## config.mk

```make
export PLATFORM = sky130hd
export DESIGN_NAME = acc_top
export DESIGN_NICKNAME = d
export VERILOG_FILES = /design/src/acc_sync.v /design/src/acc_top.v
export VERILOG_INCLUDE_DIRS = /design/src
export SDC_FILE = /design/constraint.sdc
export NUM_CORES = 1
export LEC_CHECK = 0
export BUFFER_PORTS_ARGS = -buffer_cell sky130_fd_sc_hd__buf_2
export CAP_MARGIN = 20
export CORE_UTILIZATION = 37
export CTS_CLUSTER_SIZE = 25
export DETAILED_ROUTE_END_ITERATION = 16
export PLACE_DENSITY = 0.63
export REMOVE_ABC_BUFFERS = 1
export SYNTH_ARGS = -nofsm -noshare
export SYNTH_HDL_FRONTEND = slang
export SYNTH_SLANG_ARGS = --single-unit
```

## constraint.sdc

```tcl
create_clock -name clock -period 1.57 [get_ports clock]
set_input_delay 0.0785 -clock clock [delete_from_list [all_inputs] [get_ports clock]]
set_output_delay 0.0785 -clock clock [all_outputs]
set_load 0.01 [all_outputs]
```

## src/acc_consts.vh

```
// constants for the analog compare control block
// assumes inclusion by bare name from the design files
`ifndef ACC_CONSTS_VH
`define ACC_CONSTS_VH
`define ACC_ADDR_W        4
`define ACC_OFS_CSR       4'h0
`define ACC_OFS_IRQ_STAT  4'h1
`define ACC_OFS_IRQ_MASK  4'h2
`define ACC_BIT_EN        7
`define ACC_BIT_REFSEL    6
`define ACC_BIT_FLAG      5
`define ACC_BIT_IE        4
`define ACC_BIT_OUT       3
`define ACC_BIT_PINEN     2
`define ACC_MODE_HI       1
`define ACC_MODE_LO       0
`define ACC_MODE_FALL0    2'h0
`define ACC_MODE_RISE     2'h1
`define ACC_MODE_FALL2    2'h2
`define ACC_MODE_BOTH     2'h3
`define ACC_CSR_RST       8'h00
`define ACC_MASK_RST      8'h00
`define ACC_STAT_RISE     0
`define ACC_STAT_FALL     1
`endif

```

## src/acc_sync.v

```verilog
// two-flop synchroniser for one level crossing into the bus clock
// assumes the input is asynchronous to clock
`timescale 1ns/10ps
module acc_sync (
   input  wire clock,
   input  wire rst_n,
   input  wire clr,
   input  wire din,
   output reg  dout
);
   reg meta_q;

   // first flop feeds only the second; clr forces both low
   always @(posedge clock or negedge rst_n) begin
      if (!rst_n) begin
         meta_q <= 1'b0;
         dout   <= 1'b0;
      end else if (clr) begin
         meta_q <= 1'b0;
         dout   <= 1'b0;
      end else begin
         meta_q <= din;
         dout   <= meta_q;
      end
   end
endmodule // acc_sync

```

## src/acc_top.v

```verilog
// analog compare control: register file, edge detect, flag and interrupt
// assumes an analog core whose raw compare result arrives asynchronously
//
// What this block does
// comparator runs only while enable bit 7 is one
// bit 6 picks external pin (0) or bandgap (1) as non-inverting input
// matching output transition sets sticky event flag bit 5
// writing one to bit 5 clears flag; zero leaves it
// interrupt request while bit 4 set and flag set
// bit 3 reads live comparator output without side effects
// output bit resets to zero and reads zero while disabled
// bit 2 puts comparator output on the output pin
// mode 00/10 falling, 01 rising, 11 either edge
// output high when non-inverting input exceeds inverting input
// enabled comparator keeps running during wait
// in light stop, detection, flag, pin and wake continue
// deep stop powers down; wake returns registers to reset
// output synchronised, edges from two consecutive samples
`timescale 1ns/10ps
`include "acc_consts.vh"
module acc_top (
   input  wire                   clock,
   input  wire                   rst_n,
   input  wire [`ACC_ADDR_W-1:0] addr,
   input  wire [7:0]             wdata,
   input  wire                   wr_en,
   input  wire                   rd_en,
   output reg  [7:0]             rdata,
   input  wire                   compare_raw,
   input  wire                   deep_stop,
   output reg                    analog_comparator_enable,
   output reg                    reference_source_select,
   output reg                    comparator_out_pin,
   output reg                    compare_irq,
   output reg                    wake_req,
   output reg                    irq
);
   reg        comparator_enable_q;
   reg        reference_source_select_q;
   reg        compare_event_flag_q;
   reg        compare_irq_enable_q;
   reg        output_pin_enable_q;
   reg  [1:0] event_mode_select_q;
   reg        prev_q;
   reg  [1:0] stat_q;
   reg  [7:0] mask_q;
   wire       out_sync;
   wire       rise;
   wire       fall;
   reg        hit;
   wire       csr_wr;
   wire [7:0] csr_val;
   wire       flag_d;
   wire [1:0] stat_d;

   // raw result is high when non-inverting exceeds inverting input
   // sync flops held clear while disabled so the value reads zero
   acc_sync u_sync (
      .clock (clock),
      .rst_n (rst_n),
      .clr   (~comparator_enable_q | deep_stop),
      .din   (compare_raw),
      .dout  (out_sync)
   );

   // edges from two consecutive synchronised samples
   assign rise = out_sync & ~prev_q;
   assign fall = ~out_sync & prev_q;

   // mode decode; both falling codes kept distinct for clarity
   always @* begin
      case (event_mode_select_q)
         `ACC_MODE_FALL0: hit = fall;
         `ACC_MODE_RISE:  hit = rise;
         `ACC_MODE_FALL2: hit = fall;
         `ACC_MODE_BOTH:  hit = rise | fall;
         default:         hit = 1'b0;
      endcase
   end

   assign csr_wr = wr_en && (addr == `ACC_OFS_CSR);

   // set beats a simultaneous write-one clear, so no event is lost
   assign flag_d = (comparator_enable_q & hit) |
                   (compare_event_flag_q & ~(csr_wr & wdata[`ACC_BIT_FLAG]));

   // aux interrupt status: sticky rise/fall seen, write-one clear
   assign stat_d = ({fall, rise} & {2{comparator_enable_q}}) |
                   (stat_q & ~({2{wr_en && (addr == `ACC_OFS_IRQ_STAT)}} & wdata[1:0]));

   assign csr_val = {comparator_enable_q, reference_source_select_q, compare_event_flag_q,
                     compare_irq_enable_q, out_sync, output_pin_enable_q, event_mode_select_q};

   // control registers; deep stop returns everything to reset values
   always @(posedge clock or negedge rst_n) begin
      if (!rst_n) begin
         comparator_enable_q       <= 1'b0;
         reference_source_select_q <= 1'b0;
         compare_event_flag_q      <= 1'b0;
         compare_irq_enable_q      <= 1'b0;
         output_pin_enable_q       <= 1'b0;
         event_mode_select_q       <= 2'h0;
         prev_q                    <= 1'b0;
         stat_q                    <= 2'h0;
         mask_q                    <= `ACC_MASK_RST;
      end else if (deep_stop) begin
         comparator_enable_q       <= 1'b0;
         reference_source_select_q <= 1'b0;
         compare_event_flag_q      <= 1'b0;
         compare_irq_enable_q      <= 1'b0;
         output_pin_enable_q       <= 1'b0;
         event_mode_select_q       <= 2'h0;
         prev_q                    <= 1'b0;
         stat_q                    <= 2'h0;
         mask_q                    <= `ACC_MASK_RST;
      end else begin
         prev_q               <= out_sync;
         compare_event_flag_q <= flag_d;
         stat_q               <= stat_d;
         if (csr_wr) begin
            comparator_enable_q       <= wdata[`ACC_BIT_EN];
            reference_source_select_q <= wdata[`ACC_BIT_REFSEL];
            compare_irq_enable_q      <= wdata[`ACC_BIT_IE];
            output_pin_enable_q       <= wdata[`ACC_BIT_PINEN];
            event_mode_select_q       <= wdata[`ACC_MODE_HI:`ACC_MODE_LO];
         end
         if (wr_en && (addr == `ACC_OFS_IRQ_MASK))
            mask_q <= {6'h00, wdata[1:0]};
      end
   end

   // outputs straight from flops; only deep stop gates them, not wait or light stop, so the block runs on
   always @(posedge clock or negedge rst_n) begin
      if (!rst_n) begin
         analog_comparator_enable <= 1'b0;
         reference_source_select  <= 1'b0;
         comparator_out_pin       <= 1'b0;
         compare_irq              <= 1'b0;
         wake_req                 <= 1'b0;
         irq                      <= 1'b0;
         rdata                    <= 8'h00;
      end else begin
         analog_comparator_enable <= comparator_enable_q & ~deep_stop;
         reference_source_select  <= reference_source_select_q;
         comparator_out_pin       <= output_pin_enable_q & out_sync & ~deep_stop;
         compare_irq              <= compare_irq_enable_q & flag_d & ~deep_stop;
         wake_req                 <= compare_irq_enable_q & flag_d & ~deep_stop;
         irq                      <= |(stat_d & mask_q[1:0]) & ~deep_stop;
         // reads have no side effect on any state
         if (rd_en) begin
            case (addr)
               `ACC_OFS_CSR:      rdata <= csr_val;
               `ACC_OFS_IRQ_STAT: rdata <= {6'h00, stat_q};
               `ACC_OFS_IRQ_MASK: rdata <= mask_q;
               default:           rdata <= 8'h00;
            endcase
         end else begin
            rdata <= 8'h00;
         end
      end
   end
endmodule // acc_top

```

==> flow_summary_export.csv, run 1 <==
group,metric,value,unit
grt,largest_net_degree_at_the_start_of_global_routing,28,
timing,post-route-min-period,1400,ps
route,post_drt_wl_per_cell,12.7,um
critical_path,crit-reg2reg-launch,"prev_q",
timing,worst_pin_slew,582,ps
finish,n_antenna_cell,0,
job,max_cap_viols,0,
clocking,tritoncts,"built",
route,detailed_routing_iteration_count_for_the_pre_antenna_repair_pass,4,
timing,min_period_over_period,89.1,%
clocking,clk_root_buffer_cell,"clkbuf_4",
grt,overflow,0,
worst_hold_path,min_delay_worst_endpoint,"event_mode_select_q[0]",
timing,finalSetupTns,0,ps
timing,rsz0062_at_grt,"false",
synth,syn-cell-area,0.00121,mm2
grt,global_route_wire_length_before_repair,4060,um
critical_path,critical_path.cell_chain,"inv_1 -> ha_1 -> nor2b_1 -> o311ai_0 -> a21boi_1",
power,static_leakage,0.711,nW
timing,timing.final.hold_violations,0,
timing,slew-limit-headroom,61.2,%
synth,synth-edff-count,0,
floorplanning,pin_count,32,
grt,number_of_global_route_vias_before_repair,938,
finish,synthToLayoutAreaGrowth,19.9,%
synth,synth_top_flop_cell,"dfrtp_1",
outcome,outcome,"completed",
synth,post-synth-top-count-cell,"dfrtp_1",
critical_path,cp-start-kind,"flip-flop",
synth,synthesis.yosys.warnings,0,
critical_path,reg2reg_depth,5,
power,pwr_density_cell,749,mW/mm2
synth,post_synthesis_register_bit_count,27,
critical_path,cpPeakStageDelay,390,ps
clocking,ctsHoldBuffers,6,
clocking,clock_latency,310,ps
placement,port_buffers,30,
critical_path,slowest_stage,"o311ai_0",
synth,post-synth-top-area-cell,"dfrtp_1",
route,postRouteWirelength,2360,um
timing,final-max-slew-violation-count,0,
route,drc,0,
clocking,cts.clk_slew.worst_paths,140,ps
floorplanning,floorplan.initialDensity,39.4,%
timing,max_freq,0.715,GHz
timing,post-route-worst-setup-slack,172,ps
power,irDropWorstVdd,0.286,mV
route,drtIter0Drc,31,
timing,setup_violations,0,
route,vias,914,
critical_path,timing.setup.critical_path_class,"flip-flop to flip-flop",
floorplanning,core_region_area,0.00308,mm2
worst_hold_path,holdPathStages,3,
synth,yosys-top-cells-area,"dfrtp_1 (56%), and2_1 (4.6%), a21oi_1 (4.1%)",
floorplanning,fp-row-count,20,
critical_path,critical_path.max_fanout,3,
finish,final_net_count,163,
synth,synth.yosys.seq_area_share,55.7,%
synth,netlist-cell-type-count,30,
route,antenna_violating_nets_post_route,0,
placement,place.gp.congestion,0.746,
timing,hold_ws,37.6,ps
synth,postSynth.asyncResetShare,100,%
finish,fillerInstances,310,
critical_path,capturing_element_type_of_the_critical_path,"flip-flop",
clocking,clkSinkCount,27,
finish,drive_gt1_share,27.5,%
critical_path,worst_r2r_endpoint,"wake_req",
route,vias_per_cell,4.91,
worst_hold_path,min_from,"wdata[0]",
clocking,cts_htree_levels,1,
synth,synthesis.instances,107,
finish,layout.core_utilization,47.3,%
critical_path,worst_ep_arrival_time,1600,ps
placement,hpwl,1700,um
clocking,postCtsSetupRepairBufs,0,
power,power.total,1.09,mW
worst_hold_path,type_of_the_worst_min_delay_path,"primary input to flip-flop",
floorplanning,y_dimension_of_the_die,59.3,um
floorplanning,die_w,59.3,um
clocking,cts_made_buffers,3,
timing,worst_clock_skew,3.54,ps
placement,post-place-ws,166,ps
synth,syn_avg_cell_area,11.3,um2
critical_path,regToRegSetupSlack,170,ps
critical_path,cp.required,1770,ps
grt,groute.usage.overall,15.7,%
synth,yosys.area.top_type_share,55.7,%
synth,netlist_top_cells_count,"dfrtp_1 (27), a21oi_1 (10), and2_1 (9), o21ai_1 (8), nand3_1 (6)",
grt,antenna_found_initial,0,
floorplanning,die_area,0.00351,mm2
clocking,post_cts_resize_count,0,
clocking,max-clock-path-buffers,2,
[state kept, by name (all words and copies together), names as in the netlist]
signal and cells:
analog_comparator_enable 1, comparator_enable_q 1, comparator_out_pin 1, compare_event_flag_q 1
compare_irq_enable_q 1, event_mode_select_q 2, irq 1, mask_q 2
output_pin_enable_q 1, prev_q 1, rdata 8, reference_source_select 1
reference_source_select_q 1, stat_q 2, u_sync.dout 1, u_sync.meta_q 1
wake_req 1
[through the flow]
stage,area (um2),cells
2_1_floorplan,1150,101
3_3_place_gp,1360,175
3_5_place_dp,1360,175
4_1_cts,1450,185
5_1_grt,1460,186
6_report,1460,186
[worst max-delay path, delay by kind of cell (launching register included)]
family | cells | cell delay, ps
buffers and inverters | 1 | 50
and+or+nand+nor | 1 | 130
AOI/OAI and AO/OA | 2 | 500
DFF | 1 | 380
adders and majority gates | 1 | 220
[kinds of logic after synthesis]
group,share of synthesized area [%]
muxes,1.65
adders and majority gates,2.06
and+or+nand+nor,20.8
buffers and inverters,6.18
DFF,55.7
AOI/OAI and AO/OA,13.6
[cell usage in the layout (no fill, tap or decap), drive strengths merged, types with 3 or more instances in the layout]
cell | synthesis | layout
nand3 | 6 | 6
nor2 | 3 | 3
nand2 | 4 | 4
o21ai | 10 | 10
buf | 6 | 30
a21oi | 10 | 10
dlygate4sd3 | 0 | 7
and2 | 10 | 10
nor2b | 3 | 3
clkbuf | 0 | 4
dfrtp | 27 | 27
and3 | 3 | 3
inv | 4 | 4
[where the power goes]
group / internal [mW] / switching, mW / total (mW)
sequential: 0.699 / 0.00264 / 0.701
clock: 0.0993 / 0.193 / 0.293
combinational: 0.0385 / 0.0572 / 0.0956
[worst max-delay path by stage]
stage / slack, ps / cells past startpoint / startpoint / end
floorplan: 300 / 4 / u_sync.dout / wake_req
global placement: 190 / 4 / u_sync.dout / wake_req
detailed placement: 170 / 4 / u_sync.dout / wake_req
CTS: 150 / 4 / u_sync.dout / wake_req
global route: 110 / 5 / prev_q / wake_req
finish: 170 / 5 / prev_q / wake_req
[layout make-up]
type                    instances  area (um2)  share of cell area (%)
clock buffers                   4        26.3                    1.81
inverters                       4        15.0                    1.03
multi-input cells              70         463                    31.8
flip-flops and latches         27         676                    46.4
well taps                      44        55.1                    3.78
repair buffers                 37         220                    15.1
[metal layers]
layer | track usage [%] | part of all wire, % | vias to the layer above
li1 | - | - | 446
met1 | 18.7 | 45 | 448
met2 | 27.9 | 52 | 18
met3 | 1.97 | 1.9 | 2
met4 | 7.14 | 1.1 | 0
met5 | 0 | 0 | -
Power figures use the tool's default switching activity.
==> run 2, diff against run 1 <==
PLACE_DENSITY = not set   (was 0.63)
==> run 2 against run 1 <==
Effect of this change:
- setup slack better by 91 ps
- sequential share of layout area down 0.12 points
- combinational power about the same
- maximum frequency up 7.0%
- largest power group unchanged
- sequential power about the same
- count of clock-buffer cells in the layout down 1
- largest cell class unchanged
==> flow_summary_export.csv, run 2 (synthesized netlist as in run 1, its figures left out) <==
group,metric,value,unit
outcome,outcome,"completed",
grt,groute.usage.overall,15.0,%
grt,global_route_wire_length_before_repair,3880,um
timing,slew-limit-headroom,60.9,%
critical_path,capturing_element_type_of_the_critical_path,"flip-flop",
finish,layout_commonest_cell,"buf_2",
clocking,clkSinkCount,27,
clocking,cts_htree_levels,1,
worst_hold_path,type_of_the_worst_min_delay_path,"primary input to flip-flop",
finish,final_area,0.00146,mm2
route,drc,0,
timing,worst_pin_slew,586,ps
route,antenna_violating_nets_post_route,0,
critical_path,critical_path.max_fanout,3,
grt,number_of_global_route_vias_before_repair,876,
critical_path,cp.required,1780,ps
floorplanning,floorplan.initialDensity,39.4,%
finish,largest-register,"rdata",
route,vias,899,
timing,hold_ws,21.6,ps
timing,post-route-worst-setup-slack,263,ps
worst_hold_path,holdPathStages,3,
timing,finalSetupTns,0,ps
placement,postPlaceCellArea,0.00136,mm2
route,drtIter0Drc,5,
floorplanning,fp-row-count,20,
finish,drive_gt1_share,28.2,%
critical_path,cp-start-kind,"flip-flop",
timing,timing.final.hold_violations,0,
critical_path,worst_ep_arrival_time,1520,ps
floorplanning,die_area,0.00351,mm2
grt,largest_net_degree_at_the_start_of_global_routing,28,
placement,port_buffers,30,
floorplanning,die_w,59.3,um
floorplanning,y_dimension_of_the_die,59.3,um
power,irDropWorstVdd,0.355,mV
route,postRouteWirelength,2350,um
placement,hpwl,1730,um
critical_path,timing.setup.critical_path_class,"flip-flop to flip-flop",
clocking,postCtsSetupRepairBufs,0,
finish,layout.core_utilization,47.4,%
job,max_cap_viols,0,
timing,setup_violations,0,
grt,overflow,0,
route,detailed_routing_iteration_count_for_the_pre_antenna_repair_pass,4,
finish,most-common-layout-cells,"buf_2 (30), dfrtp_1 (27), a21oi_1 (10)",
route,vias_per_cell,4.83,
critical_path,reg2reg_depth,5,
power,pwr_density_cell,755,mW/mm2
clocking,cts.clk_slew.worst_paths,150,ps
clocking,cts_made_buffers,3,
timing,post-route-min-period,1310,ps
finish,synthToLayoutAreaGrowth,20.2,%
timing,worst_clock_skew,3.20,ps
clocking,clk_root_buffer_cell,"clkbuf_4",
timing,min_period_over_period,83.2,%
timing,max_freq,0.765,GHz
finish,n_antenna_cell,0,
finish,final_net_count,163,
placement,place.gp.congestion,0.784,
clocking,tritoncts,"built",
power,static_leakage,0.710,nW
route,post_drt_wl_per_cell,12.6,um
floorplanning,pin_count,32,
timing,rsz0062_at_grt,"false",
finish,fillerInstances,295,
clocking,clock_latency,320,ps
grt,antenna_found_initial,0,
floorplanning,core_region_area,0.00308,mm2
finish,largest_register_ff_count,8,
timing,final-max-slew-violation-count,0,
placement,post-place-ws,145,ps
clocking,max-clock-path-buffers,2,
-- run 2: metrics by stage --
step                      total power [mW]  cells
after floorplan                      0.738    101
after global placement               0.795    175
after detailed placement             0.798    175
after CTS                             1.11    186
after global routing                  1.17    186
final                                 1.10    186
-- run 2: what timing repair did --
action	in CTS	in global routing
hold buffers	7	0
setup endpoints to repair	0	2
resized for setup	0	1
endpoints found under the hold margin	33	0
-- run 2: worst max-delay path: stages (launching register included) --
cell and delay, ps:
dfrtp_1 390, inv_1 50, ha_1 220, nor2b_1 140, o311ai_1 310, a21boi_1 100
-- run 2: final timing paths --
kind	startpoint	end	slack, ps
setup / recovery	prev_q	wake_req	260
setup reg to reg	prev_q	wake_req	260
max in group asynchronous	rst_n	rdata[6]	910
hold / removal	wdata[0]	event_mode_select_q[0]	20
min in group asynchronous	rst_n	mask_q[1]	280
hold reg to reg	reference_source_select_q	reference_source_select	440
-- run 2: layer usage --
layer / wire length (um) / track usage [%]
met5: 0 / 0
met4: 17 / 6.12
met3: 71 / 1.97
met2: 1210 / 25.2
met1: 1060 / 19.4
-- run 2: area by class of cell --
type,count,area [um2],share of cell area [%]
Clock inverter,1,7.51,0.515
Multi-Input combinational cell,70,463,31.7
Inverter,4,15.0,1.03
Tap cell,44,55.1,3.77
Sequential cell,27,676,46.3
Clock buffer,3,22.5,1.54
Timing Repair Buffer,37,220,15.1
-- run 2: where the power goes --
part | switching, mW | internal (mW)
combinational | 0.0568 | 0.0385
sequential | 0.00267 | 0.699
clock | 0.207 | 0.0972
==> run 3, diff against run 2 <==
clock period = 1.2 ns   (was 1.57 ns; I/O delays follow)
==> run 3 against run 2 <==
Effect of this change:
- the run now ends with setup timing left
- sequential share of layout area decreased by 3.5 points
- worst hold slack got worse by 2.3 ps
- global-route usage increased by 0.52 points
- critical path depth unchanged
==> flow_summary_export.csv, run 3 (synthesized netlist as in run 1, its figures left out) <==
group,metric,value,unit
power,comb_power_share,9.5,%
timing,timing.final.hold_violations,0,
critical_path,timing.setup.critical_path_class,"flip-flop to flip-flop",
finish,multiInputGateArea,507,um2
finish,largest_register_ff_count,8,
critical_path,worst_r2r_endpoint,"irq",
floorplanning,floorplan.initialDensity,39.4,%
finish,largest-register,"rdata",
grt,number_of_global_route_vias_before_repair,862,
floorplanning,core_region_area,0.00308,mm2
route,post_drt_wl_per_cell,12.2,um
finish,layout.area.seq,676,um2
timing,slew-limit-headroom,61.5,%
worst_hold_path,type_of_the_worst_min_delay_path,"primary input to flip-flop",
finish,most-common-layout-cells,"buf_2 (30), dfrtp_1 (27), and2_1 (9), a21oi_1 (9), dlygate4sd3_1 (9)",
route,drc,0,
placement,post-place-ws,-230,ps
power,pwr_density_cell,922,mW/mm2
floorplanning,y_dimension_of_the_die,59.3,um
route,postRouteWirelength,2380,um
power,switching_power,0.353,mW
critical_path,cp-start-kind,"flip-flop",
power,power.total,1.46,mW
finish,final_net_count,172,
clocking,clk_root_buffer_cell,"clkbuf_4",
floorplanning,fp-row-count,20,
power,sequentialPowerShare,63.0,%
timing,worst_clock_skew,8.19,ps
timing,max_freq,0.790,GHz
grt,antenna_found_initial,0,
timing,min_period_over_period,106,%
critical_path,critical_path.max_fanout,3,
finish,synthToLayoutAreaGrowth,30.1,%
critical_path,cp.required,1470,ps
power,irDropWorstVdd,0.362,mV
power,cell_internal_pwr,1.10,mW
route,drtIter0Drc,18,
floorplanning,die_area,0.00351,mm2
job,max_cap_viols,0,
floorplanning,die_w,59.3,um
outcome,outcome,"complete, but fails checks",
placement,hpwl,1730,um
power,clockPowerShare,27.5,%
placement,place.gp.congestion,0.804,
clocking,cts.clk_slew.worst_paths,150,ps
grt,groute.usage.overall,15.5,%
critical_path,regToRegSetupSlack,-70,ps
clocking,postCtsSetupRepairBufs,0,
critical_path,capturing_element_type_of_the_critical_path,"flip-flop",
power,sw_frac_of_total,24.2,%
outcome,violations,"setup timing",
route,antenna_violating_nets_post_route,0,
timing,worst_pin_slew,577,ps
finish,layout_commonest_cell,"buf_2",
grt,largest_net_degree_at_the_start_of_global_routing,28,
worst_hold_path,min_delay_worst_endpoint,"mask_q[1]",
route,vias_per_cell,4.71,
clocking,clkSinkCount,27,
timing,final-max-slew-violation-count,0,
timing,post-route-min-period,1270,ps
clocking,max-clock-path-buffers,2,
power,static_leakage,0.758,nW
clocking,cts_made_buffers,3,
finish,drive_gt1_share,36.4,%
critical_path,worst_ep_arrival_time,1540,ps
timing,setup_violations,3,
worst_hold_path,holdPathStages,3,
worst_hold_path,min_from,"wr_en",
timing,rsz0062_at_grt,"true",
placement,port_buffers,30,
timing,post-route-worst-setup-slack,-66.3,ps
grt,overflow,0,
finish,fillerInstances,306,
clocking,cts_htree_levels,1,
grt,global_route_wire_length_before_repair,3880,um
timing,finalSetupTns,-143,ps
route,vias,918,
clocking,tritoncts,"built",
critical_path,crit-reg2reg-launch,"u_sync.dout",
floorplanning,pin_count,32,
finish,layout.core_utilization,51.3,%
finish,n_antenna_cell,0,
critical_path,reg2reg_depth,5,
clocking,clock_latency,330,ps
route,detailed_routing_iteration_count_for_the_pre_antenna_repair_pass,4,
==> run 3: cell types whose count changed in the layout (fill, tap and decap cells not counted), sizes merged <==
cell | before | now
dlygate4sd3 | 7 | 9
buf | 30 | 37
==> run 3: cell type report <==
type,count,share of cell area [%]
Timing Repair Buffer,46,18.8
Tap cell,44,3.49
Multi-Input combinational cell,70,32.1
Clock buffer,3,1.43
Clock inverter,1,0.475
Sequential cell,27,42.8
Inverter,4,0.951
==> run 3: metrics by stage <==
stage / cells / hold slack (ps) / instance area, um2
2_1_floorplan: 101 / -236 / 1150
3_3_place_gp: 182 / 87.2 / 1410
3_5_place_dp: 182 / 105 / 1410
4_1_cts: 195 / 0.961 / 1550
5_1_grt: 195 / 0.719 / 1580
6_report: 195 / 19.2 / 1580
==> run 3: metal layers <==
layer,up-vias,wire length [um],global-route usage (%)
met5,-,0,0
met4,0,16,8.16
met3,2,61,2.18
met2,13,1260,25.5
met1,442,1040,19.6
li1,461,-,-
==> run 3: power by group through the flow <==
| stage | combinational, mW | sequential (mW) | clock [mW] |
|---|---|---|---|
| after global placement | 0.114 | 0.934 | 0 |
| after floorplan | 0.0317 | 0.934 | 0 |
| after CTS | 0.139 | 0.918 | 0.426 |
| final | 0.138 | 0.918 | 0.401 |
| after detailed placement | 0.117 | 0.934 | 0 |
| after global routing | 0.153 | 0.919 | 0.474 |
==> run 3: critical path, cell delays in order (launching register included) <==
cell and delay [ps]:
dfrtp_1 450, inv_2 70, ha_2 190, nand2_1 70, a311oi_2 260, a22o_1 170
==> run 3: worst max path at each step <==
stage          slack [ps]         from       end
5_1_grt              -140  u_sync.dout       irq
6_report              -70  u_sync.dout       irq
3_3_place_gp         -170  u_sync.dout  wake_req
4_1_cts               -90  u_sync.dout  wake_req
2_1_floorplan         -70  u_sync.dout  wake_req
3_5_place_dp         -230  u_sync.dout  wake_req
==> run 3: timing repair <==
action                     in CTS  in global routing
hold endpoints to repair       37                  0
hold buffers                    9                  0
pin swaps                       4                  4
resized for setup               6                  7
setup endpoints to repair       4                  5
